===== config.mk =====
export PLATFORM = sky130hd
export DESIGN_NAME = tpir_top
export DESIGN_NICKNAME = d
export VERILOG_FILES = /design/src/logic/tpir_end.sv /design/src/inc/tpir_pkg.sv /design/src/logic/tpir_input_filter.sv /design/src/logic/tpir_latch_mem.sv /design/src/logic/tpir_top.sv
export SDC_FILE = /design/constraint.sdc
export NUM_CORES = 2
export LEC_CHECK = 0
export ABC_AREA = 1
export BUFFER_PORTS_ARGS = -buffer_cell sky130_fd_sc_hd__buf_2
export CORE_AREA = 4 4 394 299
export CTS_CLUSTER_SIZE = 30
export DETAILED_ROUTE_END_ITERATION = 10
export DIE_AREA = 0 0 398 303
export GPL_TIMING_DRIVEN = 1
export HOLD_SLACK_MARGIN = 0.05
export PLACE_DENSITY = 0.51
export SLEW_MARGIN = 25
export SYNTH_ARGS = -nofsm -noshare
export SYNTH_HDL_FRONTEND = slang
export SYNTH_HIERARCHICAL = 1
export SYNTH_SLANG_ARGS = --single-unit

===== constraint.sdc =====
create_clock -name sys_clk -period 50 [get_ports sys_clk]
set_input_delay 7.5 -clock sys_clk [delete_from_list [all_inputs] [get_ports sys_clk]]
set_output_delay 7.5 -clock sys_clk [all_outputs]
set_load 0.05 [all_outputs]

===== src/logic/tpir_end.sv =====
// ************************************************************
// intentionally empty compile unit marker
// ************************************************************


===== src/inc/tpir_pkg.sv =====
// shared constants, types and helpers of the touch probe input routing block
// assumes one 100 MHz clock and an avalon-mm slave port with 32-bit data
package tpir_pkg;

    // ************************************************************
    // sizes
    // ************************************************************
    localparam int NPIN = 3;
    localparam int NCH = 3;
    localparam int NAX = 3;
    localparam int NEDGE = 2;
    localparam int NWORD = NCH * NAX * NEDGE;
    localparam int WIDX_W = 5;
    localparam int ADDR_W = 8;
    localparam int DATA_W = 32;
    localparam int FLT_SEL_W = 2;
    localparam int FLT_CNT_W = 7;

    // ************************************************************
    // device codes and axis-select encodings
    // ************************************************************
    localparam logic [7:0] DEV_PROBE_ONE = 8'h2C;
    localparam logic [7:0] DEV_PROBE_TWO = 8'h2D;
    localparam logic [7:0] DEV_PROBE_THREE = 8'h63;
    localparam logic [7:0] DEV_NONE = 8'h62;
    localparam logic [NCH-1:0][7:0] CH_CODE = {DEV_PROBE_THREE, DEV_PROBE_TWO, DEV_PROBE_ONE};
    localparam logic [2:0] AXSEL_AUTO = 3'h0;
    localparam logic [2:0] AXSEL_B = 3'h2;
    localparam logic [2:0] AXSEL_BC = 3'h6;
    localparam logic [2:0] AXSEL_ABC = 3'h7;

    // ************************************************************
    // reset values
    // ************************************************************
    localparam logic [NPIN-1:0][7:0] DEV_RESET = {DEV_NONE, DEV_PROBE_TWO, DEV_PROBE_ONE};
    localparam logic [2:0] AXSEL_RESET = AXSEL_AUTO;
    localparam logic LATCH_SEL_RESET = 1'b0;
    localparam logic [FLT_SEL_W-1:0] FLT_SEL_RESET = 2'h0;

    // ************************************************************
    // register map (byte addresses) and field layout
    // ************************************************************
    localparam logic [NPIN-1:0][ADDR_W-1:0] OFS_PIN_CFG = {8'h08, 8'h04, 8'h00};
    localparam logic [ADDR_W-1:0] OFS_FILTER = 8'h0C;
    localparam logic [ADDR_W-1:0] OFS_CTRL = 8'h10;
    localparam logic [ADDR_W-1:0] OFS_ZERO_AXIS = 8'h14;
    localparam logic [ADDR_W-1:0] OFS_LATCH_SEL = 8'h18;
    localparam logic [ADDR_W-1:0] OFS_STATUS = 8'h1C;
    localparam logic [ADDR_W-1:0] OFS_LEVEL = 8'h20;
    localparam logic [ADDR_W-1:0] OFS_RESULT = 8'h40;
    localparam logic [ADDR_W-1:0] OFS_RESULT_END = 8'h88;
    localparam int CFG_DEV_LSB = 0;
    localparam int CFG_AX_LSB = 8;
    localparam int CTRL_STRIDE = 8;
    localparam int CTRL_EN_BIT = 0;
    localparam int CTRL_ZERO_BIT = 2;
    localparam int CTRL_RISE_BIT = 4;
    localparam int CTRL_FALL_BIT = 5;
    localparam logic [7:0] CTRL_BYTE_MASK = 8'h35;
    localparam int ZAX_W = 2;
    localparam int LEVEL_BYP_LSB = 4;

    // ************************************************************
    // timing
    // ************************************************************
    localparam int CLK_PERIOD_NS = 10;
    localparam int FLT_TICK_NS = 1000;
    localparam int FLT_TICK_CYC = (FLT_TICK_NS / CLK_PERIOD_NS < 1) ? 1 : FLT_TICK_NS / CLK_PERIOD_NS;

    // ************************************************************
    // types
    // ************************************************************
    typedef struct packed {
        logic [ADDR_W-1:0] address;
        logic read;
        logic write;
        logic [3:0] byteenable;
        logic [DATA_W-1:0] writedata;
    } tpir_avm_req_s;

    typedef enum logic [1:0] {BUS_IDLE, BUS_FETCH, BUS_DONE} tpir_bus_e;

    // ************************************************************
    // helpers
    // ************************************************************
    function automatic logic [WIDX_W-1:0] tpir_word_index(input int ch, input int ax, input int edg);
        tpir_word_index = WIDX_W'(ch * NAX * NEDGE + ax * NEDGE + edg);
    endfunction

    function automatic int tpir_word_axis(input int idx);
        tpir_word_axis = (idx / NEDGE) % NAX;
    endfunction

    function automatic logic [DATA_W-1:0] tpir_merge_be(input logic [DATA_W-1:0] cur,
                                                       input logic [DATA_W-1:0] nw, input logic [3:0] be);
        logic [DATA_W-1:0] res;
        res = cur;
        for (int b = 0; b < 4; b++) begin
            if (be[b]) begin
                res[b*8 +: 8] = nw[b*8 +: 8];
            end
        end
        tpir_merge_be = res;
    endfunction

    function automatic logic tpir_is_probe_code(input logic [7:0] code);
        tpir_is_probe_code = (code == DEV_PROBE_ONE) || (code == DEV_PROBE_TWO) || (code == DEV_PROBE_THREE);
    endfunction

endpackage


===== src/logic/tpir_input_filter.sv =====
// selectable noise filter on the assignable input pins
// assumes pin inputs are already synchronous to sys_clk
module tpir_input_filter (
    input wire logic sys_clk,
    input wire logic rst,
    input wire logic [tpir_pkg::NPIN-1:0] pin_raw,
    input wire logic [tpir_pkg::NPIN-1:0] bypass,
    input wire logic [tpir_pkg::FLT_SEL_W-1:0] flt_sel,
    output logic [tpir_pkg::NPIN-1:0] pin_out
);
    import tpir_pkg::*;

    // ************************************************************
    // sample tick divider
    // ************************************************************
    logic [FLT_CNT_W-1:0] div_q;
    logic tick_q;
    logic [NPIN-1:0] out_q;
    logic [NPIN-1:0][FLT_SEL_W-1:0] cnt_q;

    wire div_wrap = (div_q == FLT_CNT_W'(FLT_TICK_CYC - 1));

    // one-cycle enable every filter sample period
    always_ff @(posedge sys_clk or posedge rst) begin
        if (rst) begin
            div_q <= '0;
            tick_q <= 1'b0;
        end else begin
            div_q <= div_wrap ? '0 : div_q + FLT_CNT_W'(1);
            tick_q <= div_wrap;
        end
    end

    // ************************************************************
    // per-pin stability counter
    // ************************************************************
    // a level must differ for flt_sel consecutive samples before it passes
    for (genvar p = 0; p < NPIN; p++) begin : g_pin
        wire pass_now = bypass[p] || (flt_sel == '0);  // probe pins skip the filter
        wire differs = (pin_raw[p] != out_q[p]);
        wire settled = (cnt_q[p] + FLT_SEL_W'(1)) >= flt_sel;
        always_ff @(posedge sys_clk or posedge rst) begin
            if (rst) begin
                out_q[p] <= 1'b0;
                cnt_q[p] <= '0;
            end else if (pass_now) begin
                out_q[p] <= pin_raw[p];
                cnt_q[p] <= '0;
            end else if (!differs) begin
                cnt_q[p] <= '0;
            end else if (tick_q) begin
                out_q[p] <= settled ? pin_raw[p] : out_q[p];
                cnt_q[p] <= settled ? '0 : cnt_q[p] + FLT_SEL_W'(1);
            end
        end
    end

    assign pin_out = out_q;

endmodule


===== src/logic/tpir_latch_mem.sv =====
// result storage for latched positions, one word per channel, axis and edge
// assumes writes of several words may land in one cycle; read data is registered
module tpir_latch_mem (
    input wire logic sys_clk,
    input wire logic rst,
    input wire logic [tpir_pkg::NWORD-1:0] wen,
    input wire logic [tpir_pkg::NAX-1:0][tpir_pkg::DATA_W-1:0] axis_data,
    input wire logic [tpir_pkg::WIDX_W-1:0] raddr,
    output logic [tpir_pkg::DATA_W-1:0] rdata
);
    import tpir_pkg::*;

    // ************************************************************
    // storage
    // ************************************************************
    logic [NWORD-1:0][DATA_W-1:0] mem_q;
    logic [DATA_W-1:0] rdata_q;

    // every word takes its own axis value, so one edge can fill several words at once
    for (genvar i = 0; i < NWORD; i++) begin : g_word
        always_ff @(posedge sys_clk or posedge rst) begin
            if (rst) begin
                mem_q[i] <= '0;
            end else if (wen[i]) begin
                mem_q[i] <= axis_data[tpir_word_axis(i)];
            end
        end
    end

    // registered read port, out-of-range reads give zero
    wire [DATA_W-1:0] rd_word = (raddr < WIDX_W'(NWORD)) ? mem_q[raddr] : '0;

    always_ff @(posedge sys_clk or posedge rst) begin
        if (rst) begin
            rdata_q <= '0;
        end else begin
            rdata_q <= rd_word;
        end
    end

    assign rdata = rdata_q;

endmodule


===== src/logic/tpir_top.sv =====
// touch probe input routing: assignable pins to three probe channels on three axes
// assumes an avalon-mm master with waitrequest and positions valid every cycle
module tpir_top (
    input wire logic sys_clk,
    input wire logic rst,
    input wire tpir_pkg::tpir_avm_req_s avm_req,
    output logic avm_waitrequest,
    output logic [tpir_pkg::DATA_W-1:0] avm_readdata,
    input wire logic [tpir_pkg::NPIN-1:0] pin_raw,
    input wire logic [tpir_pkg::NAX-1:0] zero_mark,
    input wire logic [tpir_pkg::NAX-1:0][tpir_pkg::DATA_W-1:0] pos_fb,
    input wire logic [tpir_pkg::NAX-1:0][tpir_pkg::DATA_W-1:0] pos_cmd,
    output logic [tpir_pkg::NCH-1:0] probe_event,
    output logic [tpir_pkg::NPIN-1:0] pin_level
);
    import tpir_pkg::*;

    // ************************************************************
    // declarations
    // ************************************************************
    tpir_bus_e bus_q;
    logic wait_q;
    logic [DATA_W-1:0] rdata_q;
    logic [NPIN-1:0][7:0] dev_q;
    logic [NPIN-1:0][2:0] axsel_q;
    logic [FLT_SEL_W-1:0] flt_sel_q;
    logic [NCH-1:0][7:0] ctrl_q;
    logic [NCH-1:0][ZAX_W-1:0] zax_q;
    logic latch_sel_q;
    logic [NWORD-1:0] stat_q;
    logic [NWORD-1:0] stat_d;
    logic [NPIN-1:0] prev_q;
    logic [NCH-1:0] event_q;
    logic [NPIN-1:0] level_q;
    logic [NPIN-1:0] pin_filt;
    logic [NPIN-1:0] bypass;
    logic [NWORD-1:0] wen;
    logic [NAX-1:0][DATA_W-1:0] axis_data;
    logic [DATA_W-1:0] mem_rdata;

    // ************************************************************
    // helpers
    // ************************************************************
    // axis mask actually used by a pin; auto resolves to the owning axis
    function automatic logic [NAX-1:0] eff_mask(input logic [2:0] sel, input int own);
        logic [NAX-1:0] m;
        m = '0;
        m[own] = 1'b1;
        eff_mask = (sel == AXSEL_AUTO) ? m : sel;
    endfunction

    function automatic logic [DATA_W-1:0] pin_cfg_word(input logic [7:0] dev, input logic [2:0] ax);
        logic [DATA_W-1:0] w;
        w = '0;
        w[CFG_DEV_LSB +: 8] = dev;
        w[CFG_AX_LSB +: 3] = ax;
        pin_cfg_word = w;
    endfunction

    // ************************************************************
    // bus decode
    // ************************************************************
    wire [ADDR_W-1:0] addr = avm_req.address;
    wire aligned = (addr[1:0] == 2'b00);
    wire hit_filter = aligned && (addr == OFS_FILTER);
    wire hit_ctrl = aligned && (addr == OFS_CTRL);
    wire hit_zax = aligned && (addr == OFS_ZERO_AXIS);
    wire hit_lsel = aligned && (addr == OFS_LATCH_SEL);
    wire hit_stat = aligned && (addr == OFS_STATUS);
    wire hit_level = aligned && (addr == OFS_LEVEL);
    wire hit_result = aligned && (addr >= OFS_RESULT) && (addr < OFS_RESULT_END);
    wire [ADDR_W-1:0] res_off = addr - OFS_RESULT;
    wire [WIDX_W-1:0] mem_raddr = res_off[WIDX_W+1:2];
    wire wr_fire = (bus_q == BUS_DONE) && avm_req.write;
    wire [DATA_W-1:0] wdata = avm_req.writedata;
    wire [3:0] be = avm_req.byteenable;

    logic [NPIN-1:0] hit_pin;
    logic [NPIN-1:0][DATA_W-1:0] pin_word;
    for (genvar p = 0; p < NPIN; p++) begin : g_dec
        assign hit_pin[p] = (addr == OFS_PIN_CFG[p]);
        assign pin_word[p] = pin_cfg_word(dev_q[p], axsel_q[p]);
    end

    wire [DATA_W-1:0] ctrl_word = {8'h00, ctrl_q[2] & CTRL_BYTE_MASK, ctrl_q[1] & CTRL_BYTE_MASK,
                                   ctrl_q[0] & CTRL_BYTE_MASK};
    wire [DATA_W-1:0] level_word = DATA_W'({bypass, 1'b0, pin_filt});
    wire [DATA_W-1:0] pin_sel_word = hit_pin[0] ? pin_word[0] : hit_pin[1] ? pin_word[1] :
                                     hit_pin[2] ? pin_word[2] : '0;

    // read mux; unmapped addresses read zero and ignore writes
    wire [DATA_W-1:0] rd_mux = (|hit_pin) ? pin_sel_word :
                               hit_filter ? DATA_W'(flt_sel_q) :
                               hit_ctrl ? ctrl_word :
                               hit_zax ? DATA_W'(zax_q) :
                               hit_lsel ? DATA_W'(latch_sel_q) :
                               hit_stat ? DATA_W'(stat_q) :
                               hit_level ? level_word :
                               hit_result ? mem_rdata : '0;

    // ************************************************************
    // bus handshake
    // ************************************************************
    // three cycles per access: decode, fetch from registered memory, answer
    always_ff @(posedge sys_clk or posedge rst) begin
        if (rst) begin
            bus_q <= BUS_IDLE;
            wait_q <= 1'b1;
            rdata_q <= '0;
        end else begin
            case (bus_q)
                BUS_IDLE: begin
                    bus_q <= (avm_req.read || avm_req.write) ? BUS_FETCH : BUS_IDLE;
                end
                BUS_FETCH: begin
                    rdata_q <= avm_req.read ? rd_mux : rdata_q;
                    wait_q <= 1'b0;
                    bus_q <= BUS_DONE;
                end
                BUS_DONE: begin
                    wait_q <= 1'b1;
                    bus_q <= BUS_IDLE;
                end
                default: begin
                    wait_q <= 1'b1;
                    bus_q <= BUS_IDLE;
                end
            endcase
        end
    end

    // ************************************************************
    // configuration registers
    // ************************************************************
    // per-pin device code and axis mask, written through byte lanes
    for (genvar p = 0; p < NPIN; p++) begin : g_cfg
        wire [DATA_W-1:0] merged = tpir_merge_be(pin_word[p], wdata, be);
        always_ff @(posedge sys_clk or posedge rst) begin
            if (rst) begin
                dev_q[p] <= DEV_RESET[p];
                axsel_q[p] <= AXSEL_RESET;
            end else if (wr_fire && hit_pin[p]) begin
                dev_q[p] <= merged[CFG_DEV_LSB +: 8];
                axsel_q[p] <= merged[CFG_AX_LSB +: 3];
            end
        end
    end

    wire [DATA_W-1:0] ctrl_merged = tpir_merge_be(ctrl_word, wdata, be);
    wire [DATA_W-1:0] misc_cur = hit_filter ? DATA_W'(flt_sel_q) : hit_zax ? DATA_W'(zax_q) :
                                 DATA_W'(latch_sel_q);
    wire [DATA_W-1:0] misc_merged = tpir_merge_be(misc_cur, wdata, be);

    // channel control, zero-point axis, filter and latch-position selection
    always_ff @(posedge sys_clk or posedge rst) begin
        if (rst) begin
            ctrl_q <= '0;
            zax_q <= '0;
            flt_sel_q <= FLT_SEL_RESET;
            latch_sel_q <= LATCH_SEL_RESET;
        end else if (wr_fire) begin
            ctrl_q <= hit_ctrl ? ctrl_merged[NCH*CTRL_STRIDE-1:0] : ctrl_q;
            zax_q <= hit_zax ? misc_merged[NCH*ZAX_W-1:0] : zax_q;
            flt_sel_q <= hit_filter ? misc_merged[FLT_SEL_W-1:0] : flt_sel_q;
            latch_sel_q <= hit_lsel ? misc_merged[0] : latch_sel_q;
        end
    end

    // ************************************************************
    // pin filtering and edge detection
    // ************************************************************
    for (genvar p = 0; p < NPIN; p++) begin : g_byp
        assign bypass[p] = tpir_is_probe_code(dev_q[p]);
    end

    tpir_input_filter u_filter (
        .sys_clk(sys_clk),
        .rst(rst),
        .pin_raw(pin_raw),
        .bypass(bypass),
        .flt_sel(flt_sel_q),
        .pin_out(pin_filt)
    );

    // previous level starts low, so a pin already high at reset shows one rise
    always_ff @(posedge sys_clk or posedge rst) begin
        if (rst) begin
            prev_q <= '0;
        end else begin
            prev_q <= pin_filt;
        end
    end

    wire [NPIN-1:0] pin_rise = pin_filt & ~prev_q;
    wire [NPIN-1:0] pin_fall = ~pin_filt & prev_q;

    // ************************************************************
    // routing of pins to channel and axis
    // ************************************************************
    // every channel/axis pair looks at all pins, so any mix of pins may feed it
    for (genvar c = 0; c < NCH; c++) begin : g_ch
        wire ch_en = ctrl_q[c][CTRL_EN_BIT];
        wire zero_mode = ctrl_q[c][CTRL_ZERO_BIT];
        wire rise_en = ctrl_q[c][CTRL_RISE_BIT];
        wire fall_en = ctrl_q[c][CTRL_FALL_BIT];
        for (genvar a = 0; a < NAX; a++) begin : g_ax
            logic [NPIN-1:0] route;
            for (genvar p = 0; p < NPIN; p++) begin : g_pin
                // code picks the channel, mask picks the axes
                wire [NAX-1:0] pmask = eff_mask(axsel_q[p], p);
                assign route[p] = (dev_q[p] == CH_CODE[c]) && pmask[a];
            end
            // zero-point mode ignores pins and serves only the configured axis
            wire zero_hit = (zax_q[c] == ZAX_W'(a)) && zero_mark[a];
            wire trig_rise = zero_mode ? zero_hit : |(route & pin_rise);
            wire trig_fall = zero_mode ? 1'b0 : |(route & pin_fall);
            assign wen[tpir_word_index(c, a, 0)] = ch_en && rise_en && trig_rise;
            assign wen[tpir_word_index(c, a, 1)] = ch_en && fall_en && trig_fall;
        end
    end

    // all enabled axes sample their position in the same cycle
    for (genvar a = 0; a < NAX; a++) begin : g_pos
        assign axis_data[a] = latch_sel_q ? pos_cmd[a] : pos_fb[a];
    end

    tpir_latch_mem u_mem (
        .sys_clk(sys_clk),
        .rst(rst),
        .wen(wen),
        .axis_data(axis_data),
        .raddr(mem_raddr),
        .rdata(mem_rdata)
    );

    // ************************************************************
    // status and event outputs
    // ************************************************************
    // write-one-to-clear; a capture in the clearing cycle keeps its bit set
    wire [NWORD-1:0] stat_clr = (wr_fire && hit_stat) ? wdata[NWORD-1:0] : '0;
    assign stat_d = (stat_q & ~stat_clr) | wen;

    logic [NCH-1:0] ch_event;
    for (genvar c = 0; c < NCH; c++) begin : g_ev
        assign ch_event[c] = |wen[c*NAX*NEDGE +: NAX*NEDGE];
    end

    always_ff @(posedge sys_clk or posedge rst) begin
        if (rst) begin
            stat_q <= '0;
            event_q <= '0;
            level_q <= '0;
        end else begin
            stat_q <= stat_d;
            event_q <= ch_event;
            level_q <= pin_filt;
        end
    end

    assign avm_waitrequest = wait_q;
    assign avm_readdata = rdata_q;
    assign probe_event = event_q;
    assign pin_level = level_q;

endmodule


=== Word level (Yosys, flattened, before mapping) ===
Cells that the tools add are included.

* Input port bits: 246
* RAM bits: 0
* Bits in latches: 0
* Bits in read-only memories: 0
* Memories kept: 0
* Register bits: 738

* $mul: 0
* Magnitude comparators: 7
* Reductions and logical operators: 141
* Equal/unequal tests: 33
* Shift-type cells: 0
* Bitwise operators: 25
* $add $sub $neg: 5
* Div/mod/pow operators: 0
* Multiplexer cells: 70

{| class="wikitable"
|+ Operators by type and width
! operator !! number
|-
| two-way mux 32 bit || 13
|-
| binary-select mux 32 bit (select 5 bit) || 1
|-
| logical AND 1 bit || 73
|-
| bitwise AND 3 bit || 20
|-
| OR reduction 3 bit || 19
|-
| == test 8 x 6 -> 1 bit, second input constant || 7
|-
| two-way mux 11 bit || 3
|-
| == test 8 x 5 -> 1 bit, second input constant || 4
|-
| two-way mux 1 bit || 31
|-
| == test 8 x 7 -> 1 bit, second input constant || 3
|-
| two-way mux 2 bit || 12
|-
| AND reduction 3 bit || 7
|-
| AND reduction 2 bit || 10
|-
| bitwise AND 18 bit || 1
|-
| two-way mux 18 bit || 1
|-
| two-way mux 6 bit || 3
|-
| inverter 18 bit || 1
|-
| OR 18 bit || 1
|-
| nonzero test 2 bit || 9
|-
| OR reduction 6 bit || 3
|-
| == test 8 x 4 -> 1 bit, second input constant || 2
|-
| logical NOT 2 bit || 6
|-
| logical OR 1 bit || 10
|-
| logical NOT 3 bit || 3
|-
| other kinds (21) || 38
|}

=== Depth between registers and ports, before layout ===
* Word-level depth: 11
* Gate-level depth with buffers: 13

=== By module ===
The synthesis kept the hierarchy.

{| class="wikitable"
|+ Modules (own cells, without submodules)
! module !! instances !! area an instance (um2) !! seq. area each (um2) !! cells each
|-
| tpir_latch_mem || 1 || 28648.7 || 15214.6 || 3701
|-
| tpir_top || 1 || 7594.8 || 2841.5 || 1192
|-
| tpir_input_filter || 1 || 1078.5 || 425.4 || 140
|}

=== Worst setup path before layout ===
OpenSTA, ideal clock, no wires.

* Path kind: input to register
* Start: input zero_mark[2] (netlist name)
* End: register u_mem/mem_q[128] (netlist name)
* Setup time: 0.125 ns
* Arrival: 8.690 ns
* Setup slack: 41.185 ns
* Data required time: 49.875 ns
* Stages on the path: 7
* Cells stage by stage: inv_1 -> nor3_1 -> o21ai_0 -> nor2_1 -> clkbuf_1 -> clkbuf_1 -> mux2_2

* Cells in the longest elaborated chain, start to end: 3

{| class="wikitable"
|+ Ends and longest elaborated chain
! item !! line !! RTL
|-
| start: declaration || tpir_top.sv:10 || <nowiki>input wire logic [tpir_pkg::NAX-1:0] zero_mark,</nowiki>
|-
| logical AND 1 bit || tpir_top.sv:214 || <nowiki>wire zero_hit = (zax_q[c] == ZAX_W'(a)) && zero_mark[a];</nowiki>
|-
| two-way mux 1 bit || tpir_top.sv:215 || <nowiki>wire trig_rise = zero_mode ? zero_hit : |(route & pin_rise);</nowiki>
|-
| logical AND 1 bit || tpir_top.sv:217 || <nowiki>assign wen[tpir_word_index(c, a, 0)] = ch_en && rise_en && trig_rise;</nowiki>
|-
| net wen[4] || tpir_top.sv:37 || <nowiki>logic [NWORD-1:0] wen;</nowiki>
|-
| end signal: indexed assignment || tpir_latch_mem.sv:25 || <nowiki>mem_q[i] <= axis_data[tpir_word_axis(i)];</nowiki>
|-
| end: declaration || tpir_latch_mem.sv:16 || <nowiki>logic [NWORD-1:0][DATA_W-1:0] mem_q;</nowiki>
|}

The timed path passes the listed nets, and every way through them passes these cells.
A chain may end at the register's enable or synchronous reset.

=== Worst setup path after layout ===
* Start: input avm_req[43] (netlist name)
* End: register u_mem.rdata_q[15], in the netlist u_mem/rdata[15]

* Cells in the longest elaborated chain, start to end: 4

{| class="wikitable"
|+ Ends and longest elaborated chain
! item !! line !! RTL
|-
| start: declaration || tpir_top.sv:6 || <nowiki>input wire tpir_pkg::tpir_avm_req_s avm_req,</nowiki>
|-
| subtractor 7 bit * || tpir_top.sv:72 || <nowiki>wire [ADDR_W-1:0] res_off = addr - OFS_RESULT;</nowiki>
|-
| binary-select mux 32 bit (select 5 bit) || tpir_latch_mem.sv:31 || <nowiki>wire [DATA_W-1:0] rd_word = (raddr < WIDX_W'(NWORD)) ? mem_q[raddr] : '0;</nowiki>
|-
| two-way mux 32 bit (not written as such) || tpir_latch_mem.sv:31 ||
|-
| two-way mux 32 bit * || tpir_latch_mem.sv:31 ||
|-
| net u_mem.rd_word[15] || tpir_latch_mem.sv:31 ||
|-
| end signal: assignment || tpir_latch_mem.sv:37 || <nowiki>rdata_q <= rd_word;</nowiki>
|-
| end: declaration || tpir_latch_mem.sv:17 || <nowiki>logic [DATA_W-1:0] rdata_q;</nowiki>
|}

Mark *: on every way through the listed nets, which the timed path passes. The rest lies on a longest branch. The select of a mux whose other input is x is not followed.

==> results.tsv <==
stage	metric	value	unit
routing	Initial DRC Count	2879	
clock_network	clock sinks	738	
clock_network	post_cts resized	0	
clock_network	setup bufs post-CTS	0	
die	Top-Level Pins	285	
place	DP HPWL	86.9	mm
die	Site Rows	107	
sta	skew final	0.0340	ns
final_layout	area growth from synthesis to layout	14.1	%
clock_network	TritonCTS Buffers	82	
sta	min Tclk post-route	9.64	ns
worst_setup_path	Worst path depth	11	
sta	Max-slew headroom	0.239	
sta	max frequency	104	MHz
power	Power Dens Cells	32.8	nW/µm²
worst_hold_path	hold depth	2	
power	Worst VDD drop	0.0247	mV
sta	WHS	0.471	ns
routing	Vias per Instance	4.78	
global_route	total gr overflow	0	
worst_setup_path	Slowest-stage cell, CP	buf_4	
routing	ANT nets after route	0	
global_route	grt met3 use	0.0436	
global_route	GRT Util Overall	0.221	
final_layout	Final #Nets	5410	
place	I/O Buffers	272	
sta	Final period util	0.193	
synthesis	post-synthesis sequential area ratio	0.495	
status	status	completed	
worst_setup_path	critical path class	in -> reg	
synthesis	Post-Syn Area per Cell	7.42	µm²
global_route	first-pass GRT wire length	200	mm
clock_network	clock buffer depth	3	
clock_network	clk root buf	clkbuf_16	
die	full die area	121000	µm²
clock_network	worst-skew pair later-pin latency	0.66	ns
synthesis	synth unique cells	45	
global_route	initial antenna violation count	4	
worst_setup_path	Critical Path Fanout Max	27	
sta	Fin. Hold Viols	0	
worst_setup_path	Worst EP required	50.52	ns
routing	Residual DRC	0	
worst_setup_path	worst reg2reg path depth	10	
routing	total number of vias	32300	
die	Initial Util	0.329	
worst_setup_path	most used cell, CP	nand2_1	
power	Sequential Power Share	0.440	
die	Die Ht	303	µm
power	Pint	1020	µW
clock_network	Worst-path clk slew	0.06	ns
power	Comb pwr share	0.102	
sta	Setup TNS	0	ns
worst_setup_path	Crit path largest cell delay	0.53	ns
global_route	met1 usage	0.324	
sta	RSZ-0062 raised after global routing	no	
power	Switch Pwr	380	µW
die	Core Region	113000	µm²
routing	Routed WL	135	mm
synthesis	Synth Register Bits	738	
global_route	pin count of the biggest net entering global routing	178	
place	Placer Congestion	0.909	
final_layout	commonest non-fill, non-tap cell in the layout	nand2_1	
worst_setup_path	worst-path cell chain	buf_2, buf_4, inv_1, nand2_4, inv_2, nand2_1, nand2_1, inv_1, nand2_1, nand2_1, nand2_1	
global_route	met2 usage	0.335	
die	Die Width	398	µm
sta	Least-Margin Pin Slew	1.14	ns
global_route	Top Usage Layer GRT	met2	
global_route	vias in the first global route	30700	
routing	Avg WL per Cell	20.0	µm
job	Max Cap Violations	0	
worst_hold_path	Worst Hold Class	reg -> reg	
sta	Slew Viols, Final	0	
synthesis	Cells after Synth	5033	
worst_setup_path	Arr. time, crit path	10.16	ns
synthesis	cell area after synthesis	37300	µm²
final_layout	share of layout cells above drive strength 1	0.117	
synthesis	Synthesized Nets	5286	
synthesis	Ys Warns	6	
worst_setup_path	Startpoint Class	input port	
worst_setup_path	CP endpoint kind	flip-flop	
clock_network	TritonCTS clock tree	yes	
power	power share of the clock group	0.457	
power	Lkg Pwr	0.0212	µW
worst_setup_path	WP buf/inv	5	
worst_setup_path	CP top delay family	buffers and inverters	
clock_network	hold buffer count at cts	0	
sta	Final setup violation count	0	
power	switch share	0.272	
final_layout	most frequent cells in the layout	nand2_1 (1932), dfrtp_1 (726), inv_1 (666), o21ai_0 (632), nand3_1 (431)	
clock_network	H-tree levels	3	
routing	first drt pass iteration count	7	
worst paths after layout:
path | from | to | slack [ns]
min in group asynchronous | rst | pin_level[0] | 7.02
max reg2reg | dev_q[21] | u_mem/mem_q[180] | 46.76
min reg2reg | avm_waitrequest | avm_waitrequest | 0.47
min | avm_waitrequest | avm_waitrequest | 0.47
max in group asynchronous | rst | u_mem/mem_q[566] | 41.02
max | avm_req[43] | u_mem/rdata[15] | 40.36
synth_stat cells (all sizes together):
library cell,number,share of area
dfrtp,727,0.49
o211ai,9,0.0018
o21bai,3,0.00070
nand2,1940,0.20
nor2,102,0.013
a21boi,2,0.00040
o21ai,657,0.089
inv,694,0.070
xnor2,4,0.00094
a31o,1,0.00023
a211oi,1,0.00020
mux2,56,0.017
dfstp,11,0.0077
nand3,439,0.061
o21a,1,0.00020
or2,4,0.00067
nor3,11,0.0024
buf,126,0.020
o31ai,1,0.00020
o22ai,1,0.00017
xor2,1,0.00023
clkbuf,155,0.016
a22o,4,0.00094
nand4,34,0.0057
a31oi,5,0.00084
a21oi,36,0.0048
o2111ai,1,0.00023
ha,7,0.0023
sequential cells by signal, indices dropped and copies added, names as in the netlist, 2 cells and up:
signal and flops:
bus_q 2, stat_q 18, u_filter/cnt_q 6, axsel_q 9, zax_q 6, probe_event 3
u_filter/pin_out 3, ctrl_q 12, dev_q 24, u_filter/div_q 7, u_mem/rdata 32, avm_readdata 32
flt_sel_q 2, u_mem/mem_q 576, pin_level 3
tightest hold or removal path, delay by kind of cell, from the launching register on:
kind | cells | cell delay, ns
flip-flops | 1 | 0.37
AND/OR/NAND/NOR | 2 | 0.10
logic make-up (layout without fill, tap and decap cells):
logic type	count (synthesis)	after routing	share of synthesized area
DFF	738	738	0.495
xor gates and xnor gates	5	5	0.00117
AOI/OAI and AO/OA	722	722	0.100
adders and majority gates	7	7	0.00235
other	0	3	0
and+or+nand+nor	2530	2530	0.278
muxes	56	56	0.0169
buffers and inverters	975	1167	0.106
metrics by stage:
step           worst slack, ns  area, µm²  total power, µW   util  std cells
4_1_cts                  40.38      42500             1410  0.375       6750
5_1_grt                  40.38      42600             1450  0.376       6751
3_3_place_gp             39.67      39700              770  0.350       6598
2_1_floorplan            25.48      37300              710      -       5033
6_report                 40.36      42600             1400  0.376       6754
3_5_place_dp             39.68      39700              770  0.350       6598
layout make-up:
| class | instances | area [µm²] |
|---|---|---|
| sequential | 738 | 18500 |
| tap | 1526 | 1910 |
| fill | 11900 | 70800 |
| clock inverter | 26 | 357 |
| clock buffer | 126 | 2470 |
| antenna | 3 | 7.51 |
| multi-input combinational | 3320 | 14900 |
| inverter | 694 | 2630 |
| timing repair buffer | 321 | 1800 |
layer usage:
| metal | wire, µm | vias up |
|---|---|---|
| li1 | - | 15900 |
| met1 | 64600 | 15400 |
| met2 | 57900 | 877 |
| met3 | 8950 | 137 |
| met4 | 3390 | 0 |
| met5 | 0 | - |
power by group through the flow:
stage	Combinational [µW]	Clock (µW)	Sequential (µW)
after floorplan	67.5	0	642
after global placement	145	0	625
after detailed placement	145	0	625
after CTS	145	653	614
after global routing	156	679	615
final	143	639	615
No activity file was read; power rests on OpenSTA's default activity.
